**src/logic/sbcsr_pkg.sv**
```systemverilog
package sbcsr_pkg;

  // ****************************************
  // timing
  // ****************************************
  localparam int SYS_PERIOD_NS  = 20;
  localparam int LINK_PERIOD_NS = 160;
  // half link period in system clocks, rounded down, at least one
  localparam int HALF_CYCLES    = (LINK_PERIOD_NS / (2 * SYS_PERIOD_NS)) < 1 ? 1 :
                                  (LINK_PERIOD_NS / (2 * SYS_PERIOD_NS));
  localparam int GAP_HALVES     = 2;

  // ****************************************
  // frame layout
  // ****************************************
  localparam int FRAME_BITS  = 16;
  localparam int ADDR_BITS   = 7;
  localparam int WR_BIT_POS  = 7;
  localparam int DATA_LSB    = 8;
  localparam int CTRL_CNT    = 32;
  localparam int STAT_CNT    = 22;

  // ****************************************
  // register addresses
  // ****************************************
  localparam logic [6:0] ADDR_MODE_SUPPLY   = 7'h01;
  localparam logic [6:0] ADDR_HW_CONFIG     = 7'h02;
  localparam logic [6:0] ADDR_WATCHDOG      = 7'h03;
  localparam logic [6:0] ADDR_BUS_XCVR      = 7'h04;
  localparam logic [6:0] ADDR_PEAK_TH       = 7'h05;
  localparam logic [6:0] ADDR_WAKE_ONE      = 7'h06;
  localparam logic [6:0] ADDR_WAKE_TWO      = 7'h07;
  localparam logic [6:0] ADDR_WAKE_PULL     = 7'h08;
  localparam logic [6:0] ADDR_WAKE_FILTER   = 7'h09;
  localparam logic [6:0] ADDR_TIMER_ONE     = 7'h0C;
  localparam logic [6:0] ADDR_TIMER_TWO     = 7'h0D;
  localparam logic [6:0] ADDR_SW_SHUTDOWN   = 7'h10;
  localparam logic [6:0] ADDR_HS_ONE        = 7'h14;
  localparam logic [6:0] ADDR_HS_TWO        = 7'h15;
  localparam logic [6:0] ADDR_PIN_IO        = 7'h17;
  localparam logic [6:0] ADDR_PULSE_ONE     = 7'h18;
  localparam logic [6:0] ADDR_PULSE_TWO     = 7'h19;
  localparam logic [6:0] ADDR_PULSE_FREQ    = 7'h1C;
  localparam logic [6:0] ADDR_SYS_SCRATCH   = 7'h1E;
  localparam logic [6:0] ADDR_EV_MASK       = 7'h1F;
  localparam logic [6:0] ADDR_SUPPLY_TWO    = 7'h40;
  localparam logic [6:0] ADDR_SUPPLY_ONE    = 7'h41;
  localparam logic [6:0] ADDR_THERMAL       = 7'h42;
  localparam logic [6:0] ADDR_DEVICE_STAT   = 7'h43;
  localparam logic [6:0] ADDR_BUS_STAT      = 7'h44;
  localparam logic [6:0] ADDR_WAKE_SRC_ONE  = 7'h46;
  localparam logic [6:0] ADDR_WAKE_SRC_TWO  = 7'h47;
  localparam logic [6:0] ADDR_WAKE_LEVEL    = 7'h48;
  localparam logic [6:0] ADDR_HS_FAULT      = 7'h54;
  localparam logic [6:0] ADDR_HS_OPEN_LOAD  = 7'h55;
  localparam logic [6:0] ADDR_EV_STAT       = 7'h70;
  localparam logic [6:0] ADDR_FAMILY_ID     = 7'h7E;
  localparam logic [1:0] AREA_CTRL          = 2'h0;
  localparam logic [1:0] AREA_STAT          = 2'h2;

  // ****************************************
  // reset, restart and field values
  // ****************************************
  localparam logic [7:0] CTRL_POR        = 8'h00;
  localparam logic [7:0] RST_MSC_CLR     = 8'hD8;  // mode and vcc2 field
  localparam logic [7:0] RST_HW_CLR      = 8'h26;
  localparam int         MODE_LSB        = 6;
  localparam logic [1:0] MODE_SOFT_RESET = 2'h3;
  localparam logic [7:0] FAMILY_ID_VAL   = 8'h5A;  // arbitrary value
  localparam int         EV_BITS         = 3;
  localparam int         EV_DONE         = 0;
  localparam int         EV_LEN_ERR      = 1;
  localparam int         EV_UNMAPPED     = 2;

  // ****************************************
  // host register offsets
  // ****************************************
  localparam logic [7:0] HOST_CMD_OFS  = 8'h00;
  localparam logic [7:0] HOST_STAT_OFS = 8'h04;
  localparam logic [7:0] HOST_RX_OFS   = 8'h08;
  localparam int         HST_BUSY      = 0;
  localparam int         HST_DONE      = 1;

  typedef logic [CTRL_CNT-1:0][7:0] sbcsr_ctrl_t;
  typedef logic [STAT_CNT-1:0][7:0] sbcsr_stat_t;

  // writable bits of each control register, reserved bits are zero
  function automatic logic [7:0] ctrl_mask(input logic [6:0] a);
    case (a)
      ADDR_MODE_SUPPLY, ADDR_PIN_IO, ADDR_PULSE_ONE, ADDR_PULSE_TWO,
      ADDR_SYS_SCRATCH:                    ctrl_mask = 8'hFF;
      ADDR_HW_CONFIG:                      ctrl_mask = 8'hFB;
      ADDR_WATCHDOG:                       ctrl_mask = 8'hF7;
      ADDR_BUS_XCVR:                       ctrl_mask = 8'h03;
      ADDR_PEAK_TH:                        ctrl_mask = 8'h20;
      ADDR_WAKE_ONE:                       ctrl_mask = 8'hC4;
      ADDR_WAKE_TWO:                       ctrl_mask = 8'hA7;
      ADDR_WAKE_PULL, ADDR_WAKE_FILTER:    ctrl_mask = 8'h3F;
      ADDR_TIMER_ONE, ADDR_TIMER_TWO,
      ADDR_HS_ONE, ADDR_HS_TWO:            ctrl_mask = 8'h77;
      ADDR_SW_SHUTDOWN:                    ctrl_mask = 8'h70;
      ADDR_PULSE_FREQ:                     ctrl_mask = 8'h05;
      ADDR_EV_MASK:                        ctrl_mask = 8'h07;
      default:                             ctrl_mask = 8'h00;
    endcase
  endfunction

  // flag bits of each read-clear status register
  function automatic logic [7:0] stat_mask(input logic [6:0] a);
    case (a)
      ADDR_SUPPLY_TWO:                     stat_mask = 8'h5F;
      ADDR_SUPPLY_ONE:                     stat_mask = 8'hFE;
      ADDR_THERMAL, ADDR_BUS_STAT:         stat_mask = 8'h07;
      ADDR_DEVICE_STAT:                    stat_mask = 8'hCF;
      ADDR_WAKE_SRC_ONE:                   stat_mask = 8'h37;
      ADDR_WAKE_SRC_TWO:                   stat_mask = 8'h30;
      ADDR_HS_FAULT, ADDR_HS_OPEN_LOAD:    stat_mask = 8'h0F;
      default:                             stat_mask = 8'h00;
    endcase
  endfunction

endpackage

```
**src/logic/sbcsr_link_if.sv**
```systemverilog
`timescale 1ns/1ps
interface sbcsr_link_if;
  logic sclk;     // shift clock, made by the host
  logic cs_b;     // frame select, active low
  logic mosi;     // host to device
  logic miso;     // device to host

  modport dev_mp  (input sclk, input cs_b, input mosi, output miso);
  modport host_mp (output sclk, output cs_b, output mosi, input miso);
endinterface

```
**src/logic/sbcsr_sync.sv**
```systemverilog
`timescale 1ns/1ps
module sbcsr_sync #(
  parameter logic RST_VAL = 1'b0    // idle level of the pin
) (
  // clock and reset
  input  logic sys_clk,
  input  logic rst_b,
  // pin and synchronised copies
  input  logic din,
  output logic dout,
  output logic dlast
);

  logic meta_reg;

  // two flops against metastability, a third for edge finding
  // reset to the idle level so release shows no false edge
  always_ff @(posedge sys_clk or negedge rst_b) begin
    if (!rst_b) begin
      meta_reg <= RST_VAL;
      dout     <= RST_VAL;
      dlast    <= RST_VAL;
    end else begin
      meta_reg <= din;
      dout     <= meta_reg;
      dlast    <= dout;
    end
  end

endmodule

```
**src/logic/sbcsr_dev.sv**
```systemverilog
// Decided for this implementation: the APB slave port.
`timescale 1ns/1ps
module sbcsr_dev (
  // clock and reset
  input  logic                sys_clk,
  input  logic                rst_b,
  // serial link
  sbcsr_link_if.dev_mp        link,
  // control register contents
  output sbcsr_pkg::sbcsr_ctrl_t ctrl_regs,
  // internal updates of hardware-updatable bits
  input  logic                hw_wr_en,
  input  logic [4:0]          hw_wr_addr,
  input  logic [7:0]          hw_wr_data,
  input  logic [7:0]          hw_wr_mask,
  // restart entry, one-cycle pulse
  input  logic                restart_entry,
  // status events and levels
  input  sbcsr_pkg::sbcsr_stat_t stat_set,
  input  logic [7:0]          wake_level,
  // interrupt
  output logic                irq
);
  import sbcsr_pkg::*;

  // ****************************************
  // link synchronisers
  // ****************************************
  logic sclk_s, sclk_d, cs_s, cs_d, mosi_s;

  sbcsr_sync u_sclk (.sys_clk(sys_clk), .rst_b(rst_b), .din(link.sclk),
                     .dout(sclk_s), .dlast(sclk_d));
  // select idles high; a low reset value would fake a frame end after reset
  sbcsr_sync #(.RST_VAL(1'b1)) u_cs (.sys_clk(sys_clk), .rst_b(rst_b), .din(link.cs_b),
                                     .dout(cs_s), .dlast(cs_d));
  sbcsr_sync u_mosi (.sys_clk(sys_clk), .rst_b(rst_b), .din(link.mosi),
                     .dout(mosi_s), .dlast());

  logic sclk_rise, sclk_fall, cs_fall, cs_rise, in_frame;

  assign sclk_rise = sclk_s & ~sclk_d;
  assign sclk_fall = ~sclk_s & sclk_d;
  assign cs_fall   = ~cs_s & cs_d;
  assign cs_rise   = cs_s & ~cs_d;
  assign in_frame  = ~cs_s;

  // ****************************************
  // state
  // ****************************************
  sbcsr_ctrl_t           ctrl_reg, ctrl_next;
  sbcsr_stat_t           stat_reg, stat_next;
  logic [EV_BITS-1:0]    ev_reg, ev_next;
  logic [15:0]           in_sr_reg;
  logic [4:0]            bit_cnt_reg;
  logic [6:0]            acc_addr_reg;
  logic                  acc_wr_reg;
  logic [7:0]            rd_snap_reg;
  logic [7:0]            out_sr_reg;
  logic                  miso_reg;
  logic                  irq_reg;
  logic                  frame_ok, frame_bad, soft_rst;
  logic [7:0]            wr_data;

  // ****************************************
  // read value of one address
  // ****************************************
  function automatic logic [7:0] rd_val(input logic [6:0] a);
    logic [7:0] v;
    v = 8'h00;
    if (a[6:5] == AREA_CTRL)
      v = ctrl_reg[a[4:0]] & ctrl_mask(a);
    else if (a == ADDR_WAKE_LEVEL)
      v = wake_level;
    else if (a[6:5] == AREA_STAT)
      v = stat_reg[a[4:0]] & stat_mask(a);
    else if (a == ADDR_EV_STAT)
      v = {{(8-EV_BITS){1'b0}}, ev_reg};
    else if (a == ADDR_FAMILY_ID)
      v = FAMILY_ID_VAL;
    return v;
  endfunction

  function automatic logic mapped(input logic [6:0] a);
    return (ctrl_mask(a) != 8'h00) || (stat_mask(a) != 8'h00) ||
           (a == ADDR_WAKE_LEVEL) || (a == ADDR_EV_STAT) || (a == ADDR_FAMILY_ID);
  endfunction

  // ****************************************
  // shift in and frame bookkeeping
  // ****************************************
  // count saturates at 17 so an over-long frame is still seen as bad
  always_ff @(posedge sys_clk or negedge rst_b) begin
    if (!rst_b) begin
      in_sr_reg   <= 16'h0000;
      bit_cnt_reg <= 5'h00;
    end else if (cs_fall) begin
      in_sr_reg   <= 16'h0000;
      bit_cnt_reg <= 5'h00;
    end else if (in_frame && sclk_rise) begin
      in_sr_reg <= {mosi_s, in_sr_reg[15:1]};    // bit 0 first
      if (bit_cnt_reg != 5'h11)
        bit_cnt_reg <= bit_cnt_reg + 5'h01;
    end
  end

  // address and direction are known at the eighth rising edge
  always_ff @(posedge sys_clk or negedge rst_b) begin
    if (!rst_b) begin
      acc_addr_reg <= 7'h00;
      acc_wr_reg   <= 1'b0;
      rd_snap_reg  <= 8'h00;
    end else if (in_frame && sclk_rise && bit_cnt_reg == 5'(WR_BIT_POS)) begin
      acc_addr_reg <= in_sr_reg[15:9];
      acc_wr_reg   <= mosi_s;
      rd_snap_reg  <= rd_val(in_sr_reg[15:9]);
    end
  end

  // a frame counts only when exactly sixteen bits came before select rose
  assign frame_ok  = cs_rise && (bit_cnt_reg == 5'(FRAME_BITS));
  assign frame_bad = cs_rise && (bit_cnt_reg != 5'(FRAME_BITS));
  assign wr_data   = in_sr_reg[15:DATA_LSB];
  assign soft_rst  = frame_ok && acc_wr_reg && (acc_addr_reg == ADDR_MODE_SUPPLY) &&
                     (wr_data[MODE_LSB+1:MODE_LSB] == MODE_SOFT_RESET);

  // ****************************************
  // control registers
  // ****************************************
  // internal update first, then host write, then restart, then soft reset on top
  always_comb begin
    ctrl_next = ctrl_reg;
    for (int i = 0; i < CTRL_CNT; i++) begin
      if (hw_wr_en && hw_wr_addr == 5'(i))
        ctrl_next[i] = (ctrl_reg[i] & ~(hw_wr_mask & ctrl_mask(7'(i)))) |
                       (hw_wr_data & hw_wr_mask & ctrl_mask(7'(i)));
    end
    if (frame_ok && acc_wr_reg && acc_addr_reg[6:5] == AREA_CTRL)
      ctrl_next[acc_addr_reg[4:0]] = wr_data & ctrl_mask(acc_addr_reg);
    if (restart_entry) begin
      ctrl_next[ADDR_MODE_SUPPLY[4:0]] = ctrl_next[ADDR_MODE_SUPPLY[4:0]] &
                                         ~RST_MSC_CLR;
      ctrl_next[ADDR_HW_CONFIG[4:0]]   = ctrl_next[ADDR_HW_CONFIG[4:0]] &
                                         ~RST_HW_CLR;
    end
    if (soft_rst)
      ctrl_next = {CTRL_CNT{CTRL_POR}};
  end

  always_ff @(posedge sys_clk or negedge rst_b) begin
    if (!rst_b)
      ctrl_reg <= {CTRL_CNT{CTRL_POR}};
    else
      ctrl_reg <= ctrl_next;
  end

  assign ctrl_regs = ctrl_reg;

  // ****************************************
  // read-clear status registers
  // ****************************************
  // only the flags shifted out are cleared; a flag set meanwhile survives
  always_comb begin
    stat_next = stat_reg;
    if (frame_ok && !acc_wr_reg && acc_addr_reg[6:5] == AREA_STAT)
      stat_next[acc_addr_reg[4:0]] = stat_reg[acc_addr_reg[4:0]] & ~rd_snap_reg;
    if (soft_rst)
      stat_next = '0;
    for (int i = 0; i < STAT_CNT; i++)
      stat_next[i] = stat_next[i] | (stat_set[i] & stat_mask({AREA_STAT, 5'(i)}));
  end

  always_ff @(posedge sys_clk or negedge rst_b) begin
    if (!rst_b)
      stat_reg <= '0;
    else
      stat_reg <= stat_next;
  end

  // ****************************************
  // link events and interrupt
  // ****************************************
  // events set after the clear so a new event is never lost
  always_comb begin
    ev_next = ev_reg;
    if (frame_ok && !acc_wr_reg && acc_addr_reg == ADDR_EV_STAT)
      ev_next = ev_reg & ~rd_snap_reg[EV_BITS-1:0];
    if (frame_ok)
      ev_next[EV_DONE] = 1'b1;
    if (frame_bad)
      ev_next[EV_LEN_ERR] = 1'b1;
    if (frame_ok && !mapped(acc_addr_reg))
      ev_next[EV_UNMAPPED] = 1'b1;
  end

  always_ff @(posedge sys_clk or negedge rst_b) begin
    if (!rst_b) begin
      ev_reg  <= '0;
      irq_reg <= 1'b0;
    end else begin
      ev_reg  <= ev_next;
      irq_reg <= |(ev_reg & ctrl_reg[ADDR_EV_MASK[4:0]][EV_BITS-1:0]);
    end
  end

  assign irq = irq_reg;

  // ****************************************
  // shift out
  // ****************************************
  // first byte carries the event flags, second the register contents
  always_ff @(posedge sys_clk or negedge rst_b) begin
    if (!rst_b) begin
      out_sr_reg <= 8'h00;
      miso_reg   <= 1'b0;
    end else if (cs_fall) begin
      miso_reg   <= ev_reg[0];
      out_sr_reg <= {{(9-EV_BITS){1'b0}}, ev_reg[EV_BITS-1:1]};
    end else if (!in_frame) begin
      miso_reg   <= 1'b0;
    end else if (sclk_rise && bit_cnt_reg == 5'(WR_BIT_POS)) begin
      out_sr_reg <= rd_val(in_sr_reg[15:9]);
    end else if (sclk_fall) begin
      miso_reg   <= out_sr_reg[0];
      out_sr_reg <= {1'b0, out_sr_reg[7:1]};
    end
  end

  assign link.miso = miso_reg;

endmodule

```
**src/flat_wrapper.sv**
```systemverilog
// flat-port wrapper written by rule: the top's interface ports become plain ports
module sbcsr_dev_flat import sbcsr_pkg::*;
  (sys_clk, rst_b, ctrl_regs, hw_wr_en, hw_wr_addr, hw_wr_data, hw_wr_mask, restart_entry, stat_set, wake_level, irq, link_sclk, link_cs_b, link_mosi, link_miso);
  sbcsr_link_if link_i ();
  input  logic sys_clk;
  input  logic rst_b;
  output sbcsr_pkg::sbcsr_ctrl_t ctrl_regs;
  input  logic hw_wr_en;
  input  logic [4:0] hw_wr_addr;
  input  logic [7:0] hw_wr_data;
  input  logic [7:0] hw_wr_mask;
  input  logic restart_entry;
  input  sbcsr_pkg::sbcsr_stat_t stat_set;
  input  logic [7:0] wake_level;
  output logic irq;
  input wire logic [$bits(link_i.sclk)-1:0] link_sclk;
  input wire logic [$bits(link_i.cs_b)-1:0] link_cs_b;
  input wire logic [$bits(link_i.mosi)-1:0] link_mosi;
  output wire logic [$bits(link_i.miso)-1:0] link_miso;
  assign link_i.sclk = link_sclk;
  assign link_i.cs_b = link_cs_b;
  assign link_i.mosi = link_mosi;
  assign link_miso = link_i.miso;
  sbcsr_dev u_core (.sys_clk(sys_clk), .rst_b(rst_b), .link(link_i), .ctrl_regs(ctrl_regs), .hw_wr_en(hw_wr_en), .hw_wr_addr(hw_wr_addr), .hw_wr_data(hw_wr_data), .hw_wr_mask(hw_wr_mask), .restart_entry(restart_entry), .stat_set(stat_set), .wake_level(wake_level), .irq(irq));
endmodule
```
**config.mk**
```make
export PLATFORM = sky130hd
export DESIGN_NAME = sbcsr_dev_flat
export DESIGN_NICKNAME = d
export VERILOG_FILES = /design/src/logic/sbcsr_pkg.sv /design/src/logic/sbcsr_link_if.sv /design/src/logic/sbcsr_sync.sv /design/src/logic/sbcsr_dev.sv /design/src/flat_wrapper.sv
export SDC_FILE = /design/constraint.sdc
export NUM_CORES = 1
export LEC_CHECK = 0
export CAP_MARGIN = 20
export CORE_MARGIN = 3
export CORE_UTILIZATION = 51
export CTS_CLUSTER_DIAMETER = 60
export CTS_CLUSTER_SIZE = 20
export DETAILED_ROUTE_END_ITERATION = 16
export DONT_BUFFER_PORTS = 1
export PLACE_DENSITY = 0.7
export SYNTH_ARGS = -nofsm -noshare
export SYNTH_HDL_FRONTEND = slang
export SYNTH_HIERARCHICAL = 1
export SYNTH_SLANG_ARGS = --single-unit
```
**constraint.sdc**
```tcl
create_clock -name sys_clk -period 3.3 [get_ports sys_clk]
set_input_delay 0.495 -clock sys_clk [delete_from_list [all_inputs] [get_ports sys_clk]]
set_output_delay 0.495 -clock sys_clk [all_outputs]
set_load 0.02 [all_outputs]
```
==> flow_summary.yaml <==
finish:
  fin_nets: 2688
  fillers: 4119
  final_layout_size_suffix_gt1_share_pct: 17.02
  largest_reg_flops: 256
  area_delta_synth_final_pct: 11.34
run_status:
  status: "finished with violations"
  violations: "negative hold slack, max-slew violations"
routing:
  dr.pass1.iters: 7
  vias_per_cell: 6.949
  wl_per_cell_um: 30.45
  top_layer_used: "met5"
  ant_nets: 0
  drc: 0
  dr.first_iter.drc_count: 3296
  wl_mm: 96.23
  drt-met1-wl_mm: 36.02
  met3_length_mm: 12.95
  vias: 21960
  wl_met2_mm: 42.23
global_routing:
  grt_max_degree: 483
  grtUsageTotal_pct: 35.89
  grt-ovfl-total: 0
  antenna_found_initial: 3
  grt_pass1_vias: 21010
  grt_pass1_wl_mm: 142.2
clock_network:
  clock_path_buffers: 3
  htreeDepth: 2
  ctsHoldBuffers: 22
  post_cts_buffers: 0
  cts_made_buffers: 40
  clock-sinks: 482
  ctsResizeCount: 0
  clock-root-buffer: "clkbuf_16"
  clock_insertion_delay_worst_skew_ns: 0.60
  cts_tree: "done"
  clk_pin_slew_ns: 0.08
setup_path:
  critical_path_class: "reg2reg"
  critPathMaxStageDelay_ns: 0.69
  slowest_stage: "nand2_1"
  required_ns: 3.72
  cp_max_fo: 12
  critPathLaunchType: "flop"
  crit_family: "simple AND/OR/NAND/NOR gates"
  worstPathCellList: "inv_1, ha_1, nor2b_1, nand4_1, and2_1, nand2_1, o21ai_0"
  cp_data_arrival_time_ns: 3.68
  worst-path-buf-inv: 1
  end_kind: "flop"
die:
  die_w_um: 230.0
  fp.dieArea_sq_um: 52910
  core.rowCount: 81
  io_pins: 470
  core_sq_um: 49250
  floorplan.die.height_um: 230.0
  start_util_pct: 51.97
timing:
  final-setup-viol-count: 0
  worstMarginPinSlew_ns: 1.526
  period_share_pct: 98.96
  fin_skew_ns: 0.02734
  post-route-min-period_ns: 3.266
  timing.final.max_slew_violations: 40
  rsz0062_at_grt: "false"
  fmax_ghz: 0.3062
  holdWs_ns: -0.3961
  finalSetupTns_ns: 0
  hold_viol_final: 479
  slew_headroom_pct: -1.715
power:
  power.leakage_nw: 11.77
  cellPowerDensity_nw_per_um2: 446.3
  total_power_mw: 12.72
  vdd_ir_drop_max_uv: 522.2
placement:
  port_buffers: 0
  place_hpwl_mm: 67.64
  gp_congestion: 0.9982
synth:
  syn-cell-area_sq_um: 25600
  yosys_warnings: 6
  avgSynthCellArea_sq_um: 10.38
  synth_nets: 2699
  synthCells: 2466
worst_hold_path:
  min_path_type: "in2async"
run:
  cap_violations: 0
==> final cells by class <==
class                   instances  area, sq um  area share (%)
flip-flops and latches        482        12080           42.38
multi-input cells            1756        12520           43.95
inverters                      19        71.32          0.2503
repair buffers                156         1526           5.356
diodes                         10        25.02         0.08781
clock buffers                  44         1057           3.710
well taps                     664        830.8           2.915
clock inverters                29        385.4           1.352
==> where the power goes <==
group / switching (mW) / internal [mW]
Clock: 2.55 / 2.77
Sequential: 0.502 / 6.10
Combinational: 0.398 / 0.404
Total: 3.45 / 9.27
==> layer usage <==
layer	up-vias	GRT usage (%)
li1	9127	-
met1	10980	48.04
met2	1543	52.90
met3	303	12.29
met4	2	16.70
met5	-	0
==> through the flow <==
step	hold WS (ns)	utilization, %	std cells	setup WS, ns	cell area [sq um]
after floorplan	0.1994	-	2466	0.3184	25600
after global placement	0.2096	54.43	3055	0.2879	26810
after detailed placement	0.2102	54.43	3055	0.2318	26810
after CTS	-0.4123	57.81	3150	0.2017	28470
after global routing	-0.4098	57.81	3150	0.01629	28470
final	-0.3961	57.86	3160	0.03438	28500
==> placed cells by master, fill, tap and decap left out, drive strengths merged, types with 19 or more instances in the layout <==
cell / n
a211oi: 59
a21oi: 33
nor3: 23
and3: 25
mux2: 45
a31oi: 44
nand2b: 19
ha: 21
and2: 33
clkbuf: 44
nor2: 114
mux4: 126
nand2: 293
buf: 134
dfrtp: 479
dlygate4sd3: 22
inv: 32
o21ai: 367
mux2i: 110
nand3: 240
==> worst paths after layout <==
check | startpoint | endpoint | slack (ns) | depth (start not counted)
setup reg to reg | u_core/acc_addr_reg[1] | u_core/ctrl_regs[178] | 0.03 | 7
hold reg to reg | u_core/u_cs/meta_reg | u_core/u_cs/dout | 0.36 | 0
max in group asynchronous | rst_b | u_core/acc_addr_reg[0] | 2.37 | 0
setup / recovery | u_core/acc_addr_reg[1] | u_core/ctrl_regs[178] | 0.03 | 7
hold / removal | rst_b | u_core/ctrl_regs[163] | -0.40 | 0
min in group sys_clk | stat_set[161] | u_core/stat_reg[161] | 0.02 | 2
No activity file was read; power rests on OpenSTA's default activity.
